## config.mk

```make
export PLATFORM = sky130hd
export DESIGN_NAME = sdrt_cfg_bank
export DESIGN_NICKNAME = d
export VERILOG_FILES = /design/src/core/sdrt_pkg.sv /design/src/core/sdrt_mux_if.sv /design/src/core/sdrt_cfg_bank.sv /design/src/core/sdrt_out_mux.sv
export VERILOG_INCLUDE_DIRS = /design/src /design/src/core
export SDC_FILE = /design/constraint.sdc
export NUM_CORES = 1
export LEC_CHECK = 0
export BUFFER_PORTS_ARGS = -buffer_cell sky130_fd_sc_hd__buf_2
export CAP_MARGIN = 20
export CORE_UTILIZATION = 50
export CTS_CLUSTER_DIAMETER = 30
export DETAILED_ROUTE_END_ITERATION = 10
export PLACE_DENSITY = 0.75
export REMOVE_ABC_BUFFERS = 1
export SLEW_MARGIN = 5
export SYNTH_ARGS = -nofsm -noshare
export SYNTH_HDL_FRONTEND = slang
export SYNTH_SLANG_ARGS = --single-unit
```

## constraint.sdc

```tcl
create_clock -name clk -period 5 [get_ports clk]
set_input_delay 1 -clock clk [delete_from_list [all_inputs] [get_ports clk]]
set_output_delay 1 -clock clk [all_outputs]
set_load 0.01 [all_outputs]
```

## src/core/sdrt_map.svh

```systemverilog
// Register offsets, field positions, reset values and codes of the rate, output and eye configuration bank.
`ifndef SDRT_MAP_SVH
`define SDRT_MAP_SVH

`define SDRT_ADDR_W 8
`define SDRT_DATA_W 8

`define SDRT_ADDR_STRAP_CTRL 8'h09
`define SDRT_ADDR_LEGACY_OUT 8'h13
`define SDRT_ADDR_DEVICE_CTRL 8'h14
`define SDRT_ADDR_RATE_MODE 8'h1c
`define SDRT_ADDR_RATE_OVR 8'h1d
`define SDRT_ADDR_OUT_SRC 8'h1e
`define SDRT_ADDR_RSVD_1F 8'h1f
`define SDRT_ADDR_DETECT 8'h20
`define SDRT_ADDR_RSVD_21 8'h21
`define SDRT_ADDR_EYE_ONE 8'h22
`define SDRT_ADDR_EYE_TWO 8'h23

`define SDRT_RST_STRAP_CTRL 8'h00
`define SDRT_RST_LEGACY_OUT 8'h02
`define SDRT_RST_DEVICE_CTRL 8'h13
`define SDRT_RST_RATE_MODE 8'h24
`define SDRT_RST_RATE_OVR 8'h80
`define SDRT_RST_OUT_SRC 8'h0b
`define SDRT_RST_RSVD_1F 8'h55
`define SDRT_RST_DETECT 8'h18
`define SDRT_RST_RSVD_21 8'h05
`define SDRT_RST_EYE_ONE 8'h00
`define SDRT_RST_EYE_TWO 8'h40
`define SDRT_READ_ZERO 8'h00

`define SDRT_BIT_STRAP_OVR 5
`define SDRT_BIT_LEGACY_RUN 1
`define SDRT_BIT_LEGACY_CLK 0
`define SDRT_BIT_MUTE_LEVEL 7
`define SDRT_BIT_RATE_OVR 0
`define SDRT_BIT_EYE_OVR 7
`define SDRT_BIT_EYE_FILTER 6
`define SDRT_BIT_DET_PRESET 7
`define SDRT_BIT_DET_CLEAR 6

`define SDRT_RATE_HI 1
`define SDRT_RATE_LO 0
`define SDRT_SRC_A_HI 6
`define SDRT_SRC_A_LO 5
`define SDRT_SRC_B_HI 4
`define SDRT_SRC_B_LO 3
`define SDRT_DET_HI 5
`define SDRT_DET_LO 3
`define SDRT_DAC_HI 5
`define SDRT_DAC_LO 0

`define SDRT_SRC_DEFAULT 2'h0
`define SDRT_SRC_ALT 2'h1
`define SDRT_SRC_MUTE 2'h2
`define SDRT_SRC_LAST 2'h3

`endif

```

## src/core/sdrt_pkg.sv

```systemverilog
// Types shared by the configuration bank and its output source selector.
package sdrt_pkg;

    typedef enum logic [1:0] {
        SDRT_RATE_AUTO = 2'h0,
        SDRT_RATE_SD = 2'h1,
        SDRT_RATE_HD3G = 2'h2,
        SDRT_RATE_LOW = 2'h3
    } sdrt_rate_t;

    typedef logic [1:0] sdrt_src_t;

    typedef logic [5:0] sdrt_dac_t;

endpackage : sdrt_pkg

```

## src/core/sdrt_mux_if.sv

```systemverilog
// Connection between the configuration bank and one serial output source selector.
`timescale 1ns/1ps
interface sdrt_mux_if;
    sdrt_pkg::sdrt_src_t src;
    logic is_b;
    logic locked;
    logic recl_data;
    logic byp_data;
    logic rec_clock;
    logic mute_level;
    logic out;

    modport cfg (output src, output is_b, output locked, output recl_data, output byp_data,
                 output rec_clock, output mute_level, input out);
    modport mux (input src, input is_b, input locked, input recl_data, input byp_data,
                 input rec_clock, input mute_level, output out);
endinterface : sdrt_mux_if

```

## src/core/sdrt_cfg_bank.sv

```systemverilog
// Rate, output source, signal detect and eye monitor configuration bank of the serial video retimer.
//
// Summary of operation
// - Override codes 01, 10, 11 force fixed rates.
// - Code 00 auto-detects video rates, not 125M.
// - Override bit chooses register code over strap pins.
// - Output A field applies only under strap override.
// - A: 00/11 reclocked-or-bypass, 01 bypass, 10 mute.
// - Output B field applies only under strap override.
// - B: clock/mute, reclocked/bypass, mute, bypass.
// - Threshold codes 011-110 select rising detect levels.
// - Override clear: eye DACs stepped automatically.
// - Override set: DACs take register values.
// - Filter bit selects high-rate eye mode.
// - Phase field drives DAC only when overridden.
// - Voltage field drives DAC only when overridden.
// - Legacy mute and clock bits apply without override.
// - Muted output holds the chosen logic level.
`timescale 1ns/1ps
`include "sdrt_map.svh"
module sdrt_cfg_bank
(
    input wire logic clk,
    input wire logic rst_b,
    input wire logic reg_wr_en,
    input wire logic reg_rd_en,
    input wire logic [`SDRT_ADDR_W-1:0] reg_addr,
    input wire logic [`SDRT_DATA_W-1:0] reg_wdata,
    output logic [`SDRT_DATA_W-1:0] reg_rdata,
    input wire logic [1:0] rate_pins,
    input wire logic [1:0] out_a_pin_source,
    input wire logic [1:0] out_b_pin_source,
    input wire logic locked,
    input wire logic recl_data,
    input wire logic byp_data,
    input wire logic rec_clock,
    input wire logic [5:0] eye_auto_phase,
    input wire logic [5:0] eye_auto_voltage,
    output sdrt_pkg::sdrt_rate_t rate_mode,
    output logic rate_auto_detect,
    output logic serial_out_a,
    output logic serial_out_b,
    output logic [2:0] detect_threshold_code,
    output logic detect_preset_bit,
    output logic detect_clear_bit,
    output sdrt_pkg::sdrt_dac_t eye_phase_dac,
    output sdrt_pkg::sdrt_dac_t eye_voltage_dac,
    output logic eye_high_rate_filter
);

    localparam int SYNC_W = 10;

    logic rst_meta_q, rst_n;
    logic [SYNC_W-1:0] pin_raw, pin_meta_q, pin_q;
    logic [1:0] rate_pin_q;
    logic [7:0] strap_ctrl_q, legacy_out_q, device_ctrl_q, rate_mode_reg_q, rate_ovr_q, out_src_q;
    logic [7:0] rsvd_1f_q, detect_q, rsvd_21_q, eye_one_q, eye_two_q;
    logic [7:0] rdata_d, rdata_q;
    logic [1:0] rate_d, rate_q;
    logic [5:0] phase_q, voltage_q;
    logic strap_override, rate_code_override, eye_dac_override, mute_level;
    sdrt_pkg::sdrt_src_t src_a, src_b;

    sdrt_mux_if a_if ();
    sdrt_mux_if b_if ();

    // Reset is released through two flip-flops so every register leaves reset on the same edge.
    always_ff @(posedge clk or negedge rst_b)
    begin
        if (!rst_b)
        begin
            rst_meta_q <= 1'b0;
            rst_n <= 1'b0;
        end
        else
        begin
            rst_meta_q <= 1'b1;
            rst_n <= rst_meta_q;
        end
    end

    // Pins and the analog retimer signals arrive unsynchronised and pass two flip-flops each.
    assign pin_raw = {rate_pins[1], rec_clock, byp_data, recl_data, locked,
                      out_b_pin_source, out_a_pin_source, rate_pins[0]};

    generate
        for (genvar i = 0; i < SYNC_W; i++)
        begin : g_sync
            always_ff @(posedge clk or negedge rst_n)
            begin
                if (!rst_n)
                begin
                    pin_meta_q[i] <= 1'b0;
                    pin_q[i] <= 1'b0;
                end
                else
                begin
                    pin_meta_q[i] <= pin_raw[i];
                    pin_q[i] <= pin_meta_q[i];
                end
            end
        end
    endgenerate

    assign rate_pin_q = {pin_q[9], pin_q[0]};

    // Register writes; every byte is stored whole so reserved fields read back what was written.
    always_ff @(posedge clk or negedge rst_n)
    begin
        if (!rst_n)
        begin
            strap_ctrl_q <= `SDRT_RST_STRAP_CTRL;
            legacy_out_q <= `SDRT_RST_LEGACY_OUT;
            device_ctrl_q <= `SDRT_RST_DEVICE_CTRL;
            rate_mode_reg_q <= `SDRT_RST_RATE_MODE;
            rate_ovr_q <= `SDRT_RST_RATE_OVR;
            out_src_q <= `SDRT_RST_OUT_SRC;
            rsvd_1f_q <= `SDRT_RST_RSVD_1F;
            detect_q <= `SDRT_RST_DETECT;
            rsvd_21_q <= `SDRT_RST_RSVD_21;
            eye_one_q <= `SDRT_RST_EYE_ONE;
            eye_two_q <= `SDRT_RST_EYE_TWO;
        end
        else if (reg_wr_en)
        begin
            if (reg_addr == `SDRT_ADDR_STRAP_CTRL)
            begin
                strap_ctrl_q <= reg_wdata;
            end
            else if (reg_addr == `SDRT_ADDR_LEGACY_OUT)
            begin
                legacy_out_q <= reg_wdata;
            end
            else if (reg_addr == `SDRT_ADDR_DEVICE_CTRL)
            begin
                device_ctrl_q <= reg_wdata;
            end
            else if (reg_addr == `SDRT_ADDR_RATE_MODE)
            begin
                rate_mode_reg_q <= reg_wdata;
            end
            else if (reg_addr == `SDRT_ADDR_RATE_OVR)
            begin
                rate_ovr_q <= reg_wdata;
            end
            else if (reg_addr == `SDRT_ADDR_OUT_SRC)
            begin
                out_src_q <= reg_wdata;
            end
            else if (reg_addr == `SDRT_ADDR_RSVD_1F)
            begin
                rsvd_1f_q <= reg_wdata;
            end
            else if (reg_addr == `SDRT_ADDR_DETECT)
            begin
                detect_q <= reg_wdata;
            end
            else if (reg_addr == `SDRT_ADDR_RSVD_21)
            begin
                rsvd_21_q <= reg_wdata;
            end
            else if (reg_addr == `SDRT_ADDR_EYE_ONE)
            begin
                eye_one_q <= reg_wdata;
            end
            else if (reg_addr == `SDRT_ADDR_EYE_TWO)
            begin
                eye_two_q <= reg_wdata;
            end
        end
    end

    // Read data is registered; an unmapped address reads as zero.
    always_comb
    begin
        rdata_d = `SDRT_READ_ZERO;
        if (reg_addr == `SDRT_ADDR_STRAP_CTRL)
        begin
            rdata_d = strap_ctrl_q;
        end
        else if (reg_addr == `SDRT_ADDR_LEGACY_OUT)
        begin
            rdata_d = legacy_out_q;
        end
        else if (reg_addr == `SDRT_ADDR_DEVICE_CTRL)
        begin
            rdata_d = device_ctrl_q;
        end
        else if (reg_addr == `SDRT_ADDR_RATE_MODE)
        begin
            rdata_d = rate_mode_reg_q;
        end
        else if (reg_addr == `SDRT_ADDR_RATE_OVR)
        begin
            rdata_d = rate_ovr_q;
        end
        else if (reg_addr == `SDRT_ADDR_OUT_SRC)
        begin
            rdata_d = out_src_q;
        end
        else if (reg_addr == `SDRT_ADDR_RSVD_1F)
        begin
            rdata_d = rsvd_1f_q;
        end
        else if (reg_addr == `SDRT_ADDR_DETECT)
        begin
            rdata_d = detect_q;
        end
        else if (reg_addr == `SDRT_ADDR_RSVD_21)
        begin
            rdata_d = rsvd_21_q;
        end
        else if (reg_addr == `SDRT_ADDR_EYE_ONE)
        begin
            rdata_d = eye_one_q;
        end
        else if (reg_addr == `SDRT_ADDR_EYE_TWO)
        begin
            rdata_d = eye_two_q;
        end
    end

    always_ff @(posedge clk or negedge rst_n)
    begin
        if (!rst_n)
        begin
            rdata_q <= `SDRT_READ_ZERO;
        end
        else if (reg_rd_en)
        begin
            rdata_q <= rdata_d;
        end
    end

    assign reg_rdata = rdata_q;
    assign strap_override = strap_ctrl_q[`SDRT_BIT_STRAP_OVR];
    assign rate_code_override = rate_ovr_q[`SDRT_BIT_RATE_OVR];
    assign eye_dac_override = eye_one_q[`SDRT_BIT_EYE_OVR];
    assign mute_level = device_ctrl_q[`SDRT_BIT_MUTE_LEVEL];

    // Rate mode follows the straps unless the register code overrides them.
    assign rate_d = rate_code_override ? rate_mode_reg_q[`SDRT_RATE_HI:`SDRT_RATE_LO] : rate_pin_q;

    // Eye DACs take the register fields only under override, else the automatic stepping values.
    always_ff @(posedge clk or negedge rst_n)
    begin
        if (!rst_n)
        begin
            rate_q <= 2'h0;
            phase_q <= 6'h00;
            voltage_q <= 6'h00;
        end
        else
        begin
            rate_q <= rate_d;
            phase_q <= eye_dac_override ? eye_one_q[`SDRT_DAC_HI:`SDRT_DAC_LO] : eye_auto_phase;
            voltage_q <= eye_dac_override ? eye_two_q[`SDRT_DAC_HI:`SDRT_DAC_LO] : eye_auto_voltage;
        end
    end

    assign rate_mode = sdrt_pkg::sdrt_rate_t'(rate_q);
    assign rate_auto_detect = (rate_mode == sdrt_pkg::SDRT_RATE_AUTO);
    assign eye_phase_dac = phase_q;
    assign eye_voltage_dac = voltage_q;
    assign eye_high_rate_filter = eye_one_q[`SDRT_BIT_EYE_FILTER];
    assign detect_threshold_code = detect_q[`SDRT_DET_HI:`SDRT_DET_LO];
    assign detect_preset_bit = detect_q[`SDRT_BIT_DET_PRESET];
    assign detect_clear_bit = detect_q[`SDRT_BIT_DET_CLEAR];

    // Effective source codes; without strap override the pins and legacy bits decide.
    always_comb
    begin
        if (strap_override)
        begin
            src_a = out_src_q[`SDRT_SRC_A_HI:`SDRT_SRC_A_LO];
            src_b = out_src_q[`SDRT_SRC_B_HI:`SDRT_SRC_B_LO];
        end
        else
        begin
            src_a = pin_q[2:1];
            src_b = legacy_out_q[`SDRT_BIT_LEGACY_CLK] ? `SDRT_SRC_DEFAULT : pin_q[4:3];
            if (!legacy_out_q[`SDRT_BIT_LEGACY_RUN])
            begin
                src_a = `SDRT_SRC_MUTE;
                src_b = `SDRT_SRC_MUTE;
            end
        end
    end

    assign a_if.src = src_a;
    assign a_if.is_b = 1'b0;
    assign a_if.locked = pin_q[5];
    assign a_if.recl_data = pin_q[6];
    assign a_if.byp_data = pin_q[7];
    assign a_if.rec_clock = pin_q[8];
    assign a_if.mute_level = mute_level;
    assign b_if.src = src_b;
    assign b_if.is_b = 1'b1;
    assign b_if.locked = pin_q[5];
    assign b_if.recl_data = pin_q[6];
    assign b_if.byp_data = pin_q[7];
    assign b_if.rec_clock = pin_q[8];
    assign b_if.mute_level = mute_level;

    sdrt_out_mux u_mux_a
    (
        .clk(clk),
        .rst_n(rst_n),
        .port_if(a_if)
    );

    sdrt_out_mux u_mux_b
    (
        .clk(clk),
        .rst_n(rst_n),
        .port_if(b_if)
    );

    assign serial_out_a = a_if.out;
    assign serial_out_b = b_if.out;

    a_rate_override: assert property (@(posedge clk) disable iff (!rst_n)
        rate_code_override |=> rate_q == $past(rate_mode_reg_q[1:0]))
        else $error("rate mode does not follow the register code under override");
    a_rate_strap: assert property (@(posedge clk) disable iff (!rst_n)
        !rate_code_override |=> rate_q == $past(rate_pin_q))
        else $error("rate mode does not follow the strap pins");
    a_rate_auto_flag: assert property (@(posedge clk) disable iff (!rst_n)
        1'b1 |=> rate_auto_detect == ($past(rate_code_override) ? ($past(rate_mode_reg_q[1:0]) == 2'h0)
                                                                  : ($past(rate_pin_q) == 2'h0)))
        else $error("auto detect flag disagrees with the selected rate code");
    a_eye_phase_ovr: assert property (@(posedge clk) disable iff (!rst_n)
        eye_dac_override |=> eye_phase_dac == $past(eye_one_q[5:0]))
        else $error("phase DAC does not take the register value");
    a_eye_auto_step: assert property (@(posedge clk) disable iff (!rst_n)
        !eye_dac_override |=> eye_phase_dac == $past(eye_auto_phase) && eye_voltage_dac == $past(eye_auto_voltage))
        else $error("eye DACs do not follow automatic stepping");
    a_eye_volt_ovr: assert property (@(posedge clk) disable iff (!rst_n)
        eye_dac_override |=> eye_voltage_dac == $past(eye_two_q[5:0]))
        else $error("voltage DAC does not take the register value");
    a_eye_filter: assert property (@(posedge clk) disable iff (!rst_n)
        reg_wr_en && reg_addr == 8'h22 |=> eye_high_rate_filter == $past(reg_wdata[6]))
        else $error("high rate filter bit not applied after write");
    a_out_a_muted: assert property (@(posedge clk) disable iff (!rst_n)
        src_a == 2'h2 |=> serial_out_a == $past(mute_level))
        else $error("muted output A not at mute level");
    a_out_b_bypass: assert property (@(posedge clk) disable iff (!rst_n)
        src_b == 2'h3 |=> serial_out_b == $past(pin_q[7]))
        else $error("output B does not carry bypassed data");
    a_legacy_mute: assert property (@(posedge clk) disable iff (!rst_n)
        !strap_override && !legacy_out_q[1] |-> src_a == 2'h2 && src_b == 2'h2)
        else $error("legacy mute not applied in pin mode");
    a_src_a_ovr: assert property (@(posedge clk) disable iff (!rst_n)
        strap_override |-> src_a == out_src_q[6:5] && src_b == out_src_q[4:3])
        else $error("source fields ignored under strap override");
    a_thresh_write: assert property (@(posedge clk) disable iff (!rst_n)
        reg_wr_en && reg_addr == 8'h20 |=> detect_threshold_code == $past(reg_wdata[5:3]))
        else $error("threshold code not updated by write");

    c_rate_override: cover property (@(posedge clk) disable iff (!rst_n) rate_code_override && rate_q == 2'h3);
    c_eye_override: cover property (@(posedge clk) disable iff (!rst_n) eye_dac_override ##1 !eye_dac_override);
    c_out_b_clock: cover property (@(posedge clk) disable iff (!rst_n) src_b == 2'h0 && pin_q[5]);
    c_mute_high: cover property (@(posedge clk) disable iff (!rst_n) src_a == 2'h2 && mute_level);

endmodule : sdrt_cfg_bank

```

## src/core/sdrt_out_mux.sv

```systemverilog
// Registered source selector for one serial output.
`timescale 1ns/1ps
`include "sdrt_map.svh"
module sdrt_out_mux
(
    input wire logic clk,
    input wire logic rst_n,
    sdrt_mux_if.mux port_if
);

    logic out_d;
    logic out_q;

    always_comb
    begin
        out_d = port_if.mute_level;
        if (!port_if.is_b)
        begin
            if (port_if.src == `SDRT_SRC_ALT)
            begin
                out_d = port_if.byp_data;
            end
            else if (port_if.src != `SDRT_SRC_MUTE)
            begin
                out_d = port_if.locked ? port_if.recl_data : port_if.byp_data;
            end
        end
        else
        begin
            if (port_if.src == `SDRT_SRC_DEFAULT)
            begin
                out_d = port_if.locked ? port_if.rec_clock : port_if.mute_level;
            end
            else if (port_if.src == `SDRT_SRC_ALT)
            begin
                out_d = port_if.locked ? port_if.recl_data : port_if.byp_data;
            end
            else if (port_if.src == `SDRT_SRC_LAST)
            begin
                out_d = port_if.byp_data;
            end
        end
    end

    always_ff @(posedge clk or negedge rst_n)
    begin
        if (!rst_n)
        begin
            out_q <= 1'b0;
        end
        else
        begin
            out_q <= out_d;
        end
    end

    assign port_if.out = out_q;

endmodule : sdrt_out_mux

```

==> PnR_summary.wiki <==
{| class="wikitable"
! Metric !! Value
|-
| Status || complete, no violations
|-
| CTS clk-pin slew, worst paths || roughly 0.06 ns
|-
| Flip-flop count of the largest register, all copies and words added || 10
|-
| Final net count || about 530
|-
| Cells after DPL || roughly 610
|-
| Worst EP required || ~5.3 ns
|-
| Die outline height || approximately 110 µm
|-
| Cell depth of the worst flop-to-flop path || 1
|-
| Number of placement rows || 38
|-
| Post-CTS Setup Repair Bufs || 0
|-
| Floorplan core area || about 11000 µm²
|-
| Area of the mapped netlist || approximately 5800 µm²
|-
| Vias after detailed routing || 3726
|-
| Final Setup Violations || 0
|-
| Leakage power of the design || 3.219 nW
|-
| Area added between synthesis and finish || 17.08%
|-
| Headroom to the max-slew limit || 28.08%
|-
| Dominant synthesized flop cell || sky130_fd_sc_hd__dfrtp_1
|-
| Top library cells by usage in the layout, fill and taps aside || 114 x sky130_fd_sc_hd__dfrtp_1, 103 x sky130_fd_sc_hd__mux2_2, 72 x sky130_fd_sc_hd__buf_2
|-
| Final clock skew || just under 0.009 ns
|-
| Arrival @ worst endpoint || 3.11 ns
|-
| Share of post-route cells with drive strength above 1 || approximately 47%
|-
| Chain of cells forming the critical path || buf_2 > or3b_2 > a211oi_1 > a221oi_1 > a2bb2oi_1 > o21ai_1
|-
| RSZ-0062 raised after global routing || false
|-
| Busiest grt layer || met2
|-
| Highest cell delay on the worst timing path || 0.90 ns
|-
| Number of synthesized flops with an enable pin || 0
|-
| Pins over their slew limit || 0
|-
| Maximum root-to-sink buffer count || 2
|-
| Worst min-delay path class || flip-flop to flip-flop
|-
| Number of ports placed on the die boundary || 73
|-
| Hold violation total from the final report || 0
|-
| Netlist cell types || 54
|-
| DIE WIDTH || between 100 and 150 µm
|-
| H-tree level count || 4
|-
| Quantity of hold-fixing buffers added after cts || 0
|-
| Vias in the first global route || between 3000 and 4000
|-
| First-pass GRT wire length || 20.29 mm
|-
| Met3 Use GR || 6.520%
|-
| Overall Global Routing Usage || 23.29%
|-
| Clock period minus worst slack || around 2.8 ns
|-
| Avg Synthesized Cell Area || around 14 µm²
|-
| Setup Crit Path Kind || primary input to flip-flop
|-
| Area used by multi-input combinational logic || 2256 µm²
|-
| Detailed-placement wirelength estimate || roughly 8.4 mm
|-
| Number of maximum-capacitance violations || 0
|-
| Sum Neg Setup Slack || 0 ns
|-
| Met2 track demand over resource in global routing || between 30 and 40%
|-
| TritonCTS clock tree || yes
|-
| Via count normalized by instance count || between 5 and 6
|-
| Worst Tran Pin Value || ~1.1 ns
|-
| Number of clock buffers inserted by TritonCTS || 17
|-
| Antenna violations before repair || 0
|-
| Count of state elements after synthesis || 134
|-
| Buffers plus inverters on the worst setup path || 1
|-
| Fin cells || ~640
|-
| Number of optimization iterations in the first detailed-route pass || 4
|-
| CP Capture Type || flip-flop
|-
| Synth Warn # || 0
|-
| Average wire per standard cell || roughly 20 µm
|-
| Part of the Yosys area used for sequential elements || a little under 60%
|-
| GP Congestion || 0.8284
|-
| Fmax || ~360 MHz
|-
| Startpoint type of the worst setup path || primary input
|-
| Post-CTS sizing || 0
|-
| Largest net degree at the start of global routing || slightly below 80
|-
| Logic depth of the worst path, buffers included || 6
|-
| Fraction of synthesis flops using an asynchronous set or reset pin || between 90% and 100%
|-
| Count of clock tree sinks || 134
|-
| DRC Markers || 0
|-
| Slowest cell on the critical path || sky130_fd_sc_hd__a211oi_1
|-
| Top delay family on crit path || compound AO/OA/AOI/OAI gates
|-
| First-iteration detailed-routing DRC count || 214
|-
| Ratio of final minimum period to clock period || between 50% and 60%
|-
| Area occupied by registers || 3381 µm²
|-
| Root Driver || sky130_fd_sc_hd__clkbuf_16
|-
| Remaining number of nets flagged by the antenna check after routing || 0
|-
| Count of fill cells added during filler insertion || between 800 and 900
|-
| Grt total ovfl || 0
|-
| CP Max Fanout || 29
|-
| Depth of the worst hold-timing path || 0
|-
| Total power per unit cell area || about 370 nW/µm²
|-
| Most flop-heavy register || pin_meta_q
|-
| Number of standard cells after synthesis || 421
|-
| Die area || between 10000 and 15000 µm²
|-
| Most common library cell in the layout ignoring fill and taps || sky130_fd_sc_hd__dfrtp_1
|-
| Effective utilization at floorplan || between 50% and 60%
|-
| Maximum vdd ir drop || ~0.00021 V
|-
| Antenna diode count || 0
|-
| Global routing met1 resource utilization || 30.08%
|-
| Clock latency on the worst-skew pair || 0.41 ns
|-
| Total wirelength of the detailed-routed design || 12.52 mm
|-
| PortBufs || 72
|}
synthesized netlist by cell type, types with 2 or more instances:
library cell / n / share of area (%)
sky130_fd_sc_hd__and2_1: 2 / 0.22
sky130_fd_sc_hd__nand3_1: 8 / 0.69
sky130_fd_sc_hd__o221ai_1: 7 / 1.1
sky130_fd_sc_hd__a2bb2oi_1: 6 / 0.91
sky130_fd_sc_hd__o21ai_0: 12 / 1.0
sky130_fd_sc_hd__nor2b_1: 5 / 0.54
sky130_fd_sc_hd__nand2_1: 20 / 1.3
sky130_fd_sc_hd__mux4_2: 7 / 2.7
sky130_fd_sc_hd__a22o_1: 7 / 1.1
sky130_fd_sc_hd__a221oi_1: 6 / 0.91
sky130_fd_sc_hd__nor2_1: 5 / 0.32
sky130_fd_sc_hd__dfstp_2: 19 / 8.6
sky130_fd_sc_hd__o211ai_1: 7 / 0.91
sky130_fd_sc_hd__buf_4: 3 / 0.39
sky130_fd_sc_hd__nor3b_1: 3 / 0.39
sky130_fd_sc_hd__inv_1: 10 / 0.65
sky130_fd_sc_hd__o21ai_1: 6 / 0.52
sky130_fd_sc_hd__a21boi_0: 2 / 0.26
sky130_fd_sc_hd__nand2b_1: 5 / 0.54
sky130_fd_sc_hd__nand3b_1: 2 / 0.26
sky130_fd_sc_hd__a211oi_1: 4 / 0.52
sky130_fd_sc_hd__dfrtp_1: 115 / 50
sky130_fd_sc_hd__clkbuf_1: 14 / 0.91
sky130_fd_sc_hd__mux2_2: 103 / 20
sky130_fd_sc_hd__nor3_1: 2 / 0.17
sky130_fd_sc_hd__buf_2: 7 / 0.60
sky130_fd_sc_hd__a21oi_1: 2 / 0.17
sky130_fd_sc_hd__a21o_1: 6 / 0.78
routing by layer:
layer  up-vias  part of all wire (%)
met2       120                    49
met1      1899                    44
met4         0                   1.4
li1       1690                     -
met3        17                   5.1
met5         -                     0
report_power, final:
| part | switching, W | internal [W] |
|---|---|---|
| Combinational | 0.0000854 | 0.0000762 |
| Sequential | 0.0000379 | 0.00114 |
| Clock | 0.000438 | 0.000754 |
| Total | 0.000561 | 0.00197 |
kinds of logic after synthesis:
group / synth area share, %
mux: 23.10
xor+xnor: 0.1512
simple gates: 5.980
buf+inv: 2.806
flops: 58.27
compound gates: 9.456
fa+ha+maj: 0.1727
other cells: 0.06470
metrics by stage:
stage	hold slack (ns)	power (W)	utilization (%)	worst slack, ns	cell area (µm²)
floorplan	0.3312	0.001280	-	1.023	5670
global placement	0.3348	0.001353	56.12	1.844	6217
detailed placement	0.3365	0.001361	56.12	1.787	6217
CTS	0.3481	0.002548	61.25	2.193	6785
global route	0.3532	0.002617	61.25	2.108	6785
finish	0.3458	0.002535	61.25	2.219	6785
final timing paths:
kind	from	slack (ns)	to
setup / recovery	reg_addr[1]	2.22	reg_rdata[6]$_DFFE_PN0P_
hold / removal	rst_meta_q$_DFF_PN0_	0.35	rst_n$_DFF_PN0_
setup reg to reg	rst_n$_DFF_PN0_	3.20	rate_ovr_q[6]$_DFFE_PN0P_
hold reg to reg	rst_meta_q$_DFF_PN0_	0.35	rst_n$_DFF_PN0_
max in group asynchronous	rst_n$_DFF_PN0_	3.20	rate_ovr_q[6]$_DFFE_PN0P_
min in group asynchronous	rst_b	0.37	rst_meta_q$_DFF_PN0_
area by class of cell:
class	instances	share of cell area, %
multi-input combinational	251	33.25
inverter	10	0.5532
tap	140	2.582
timing repair buffer	73	5.421
clock buffer	22	6.841
clock inverter	9	1.531
sequential	134	49.82
Note: power is estimated with default switching activity, not from simulation.
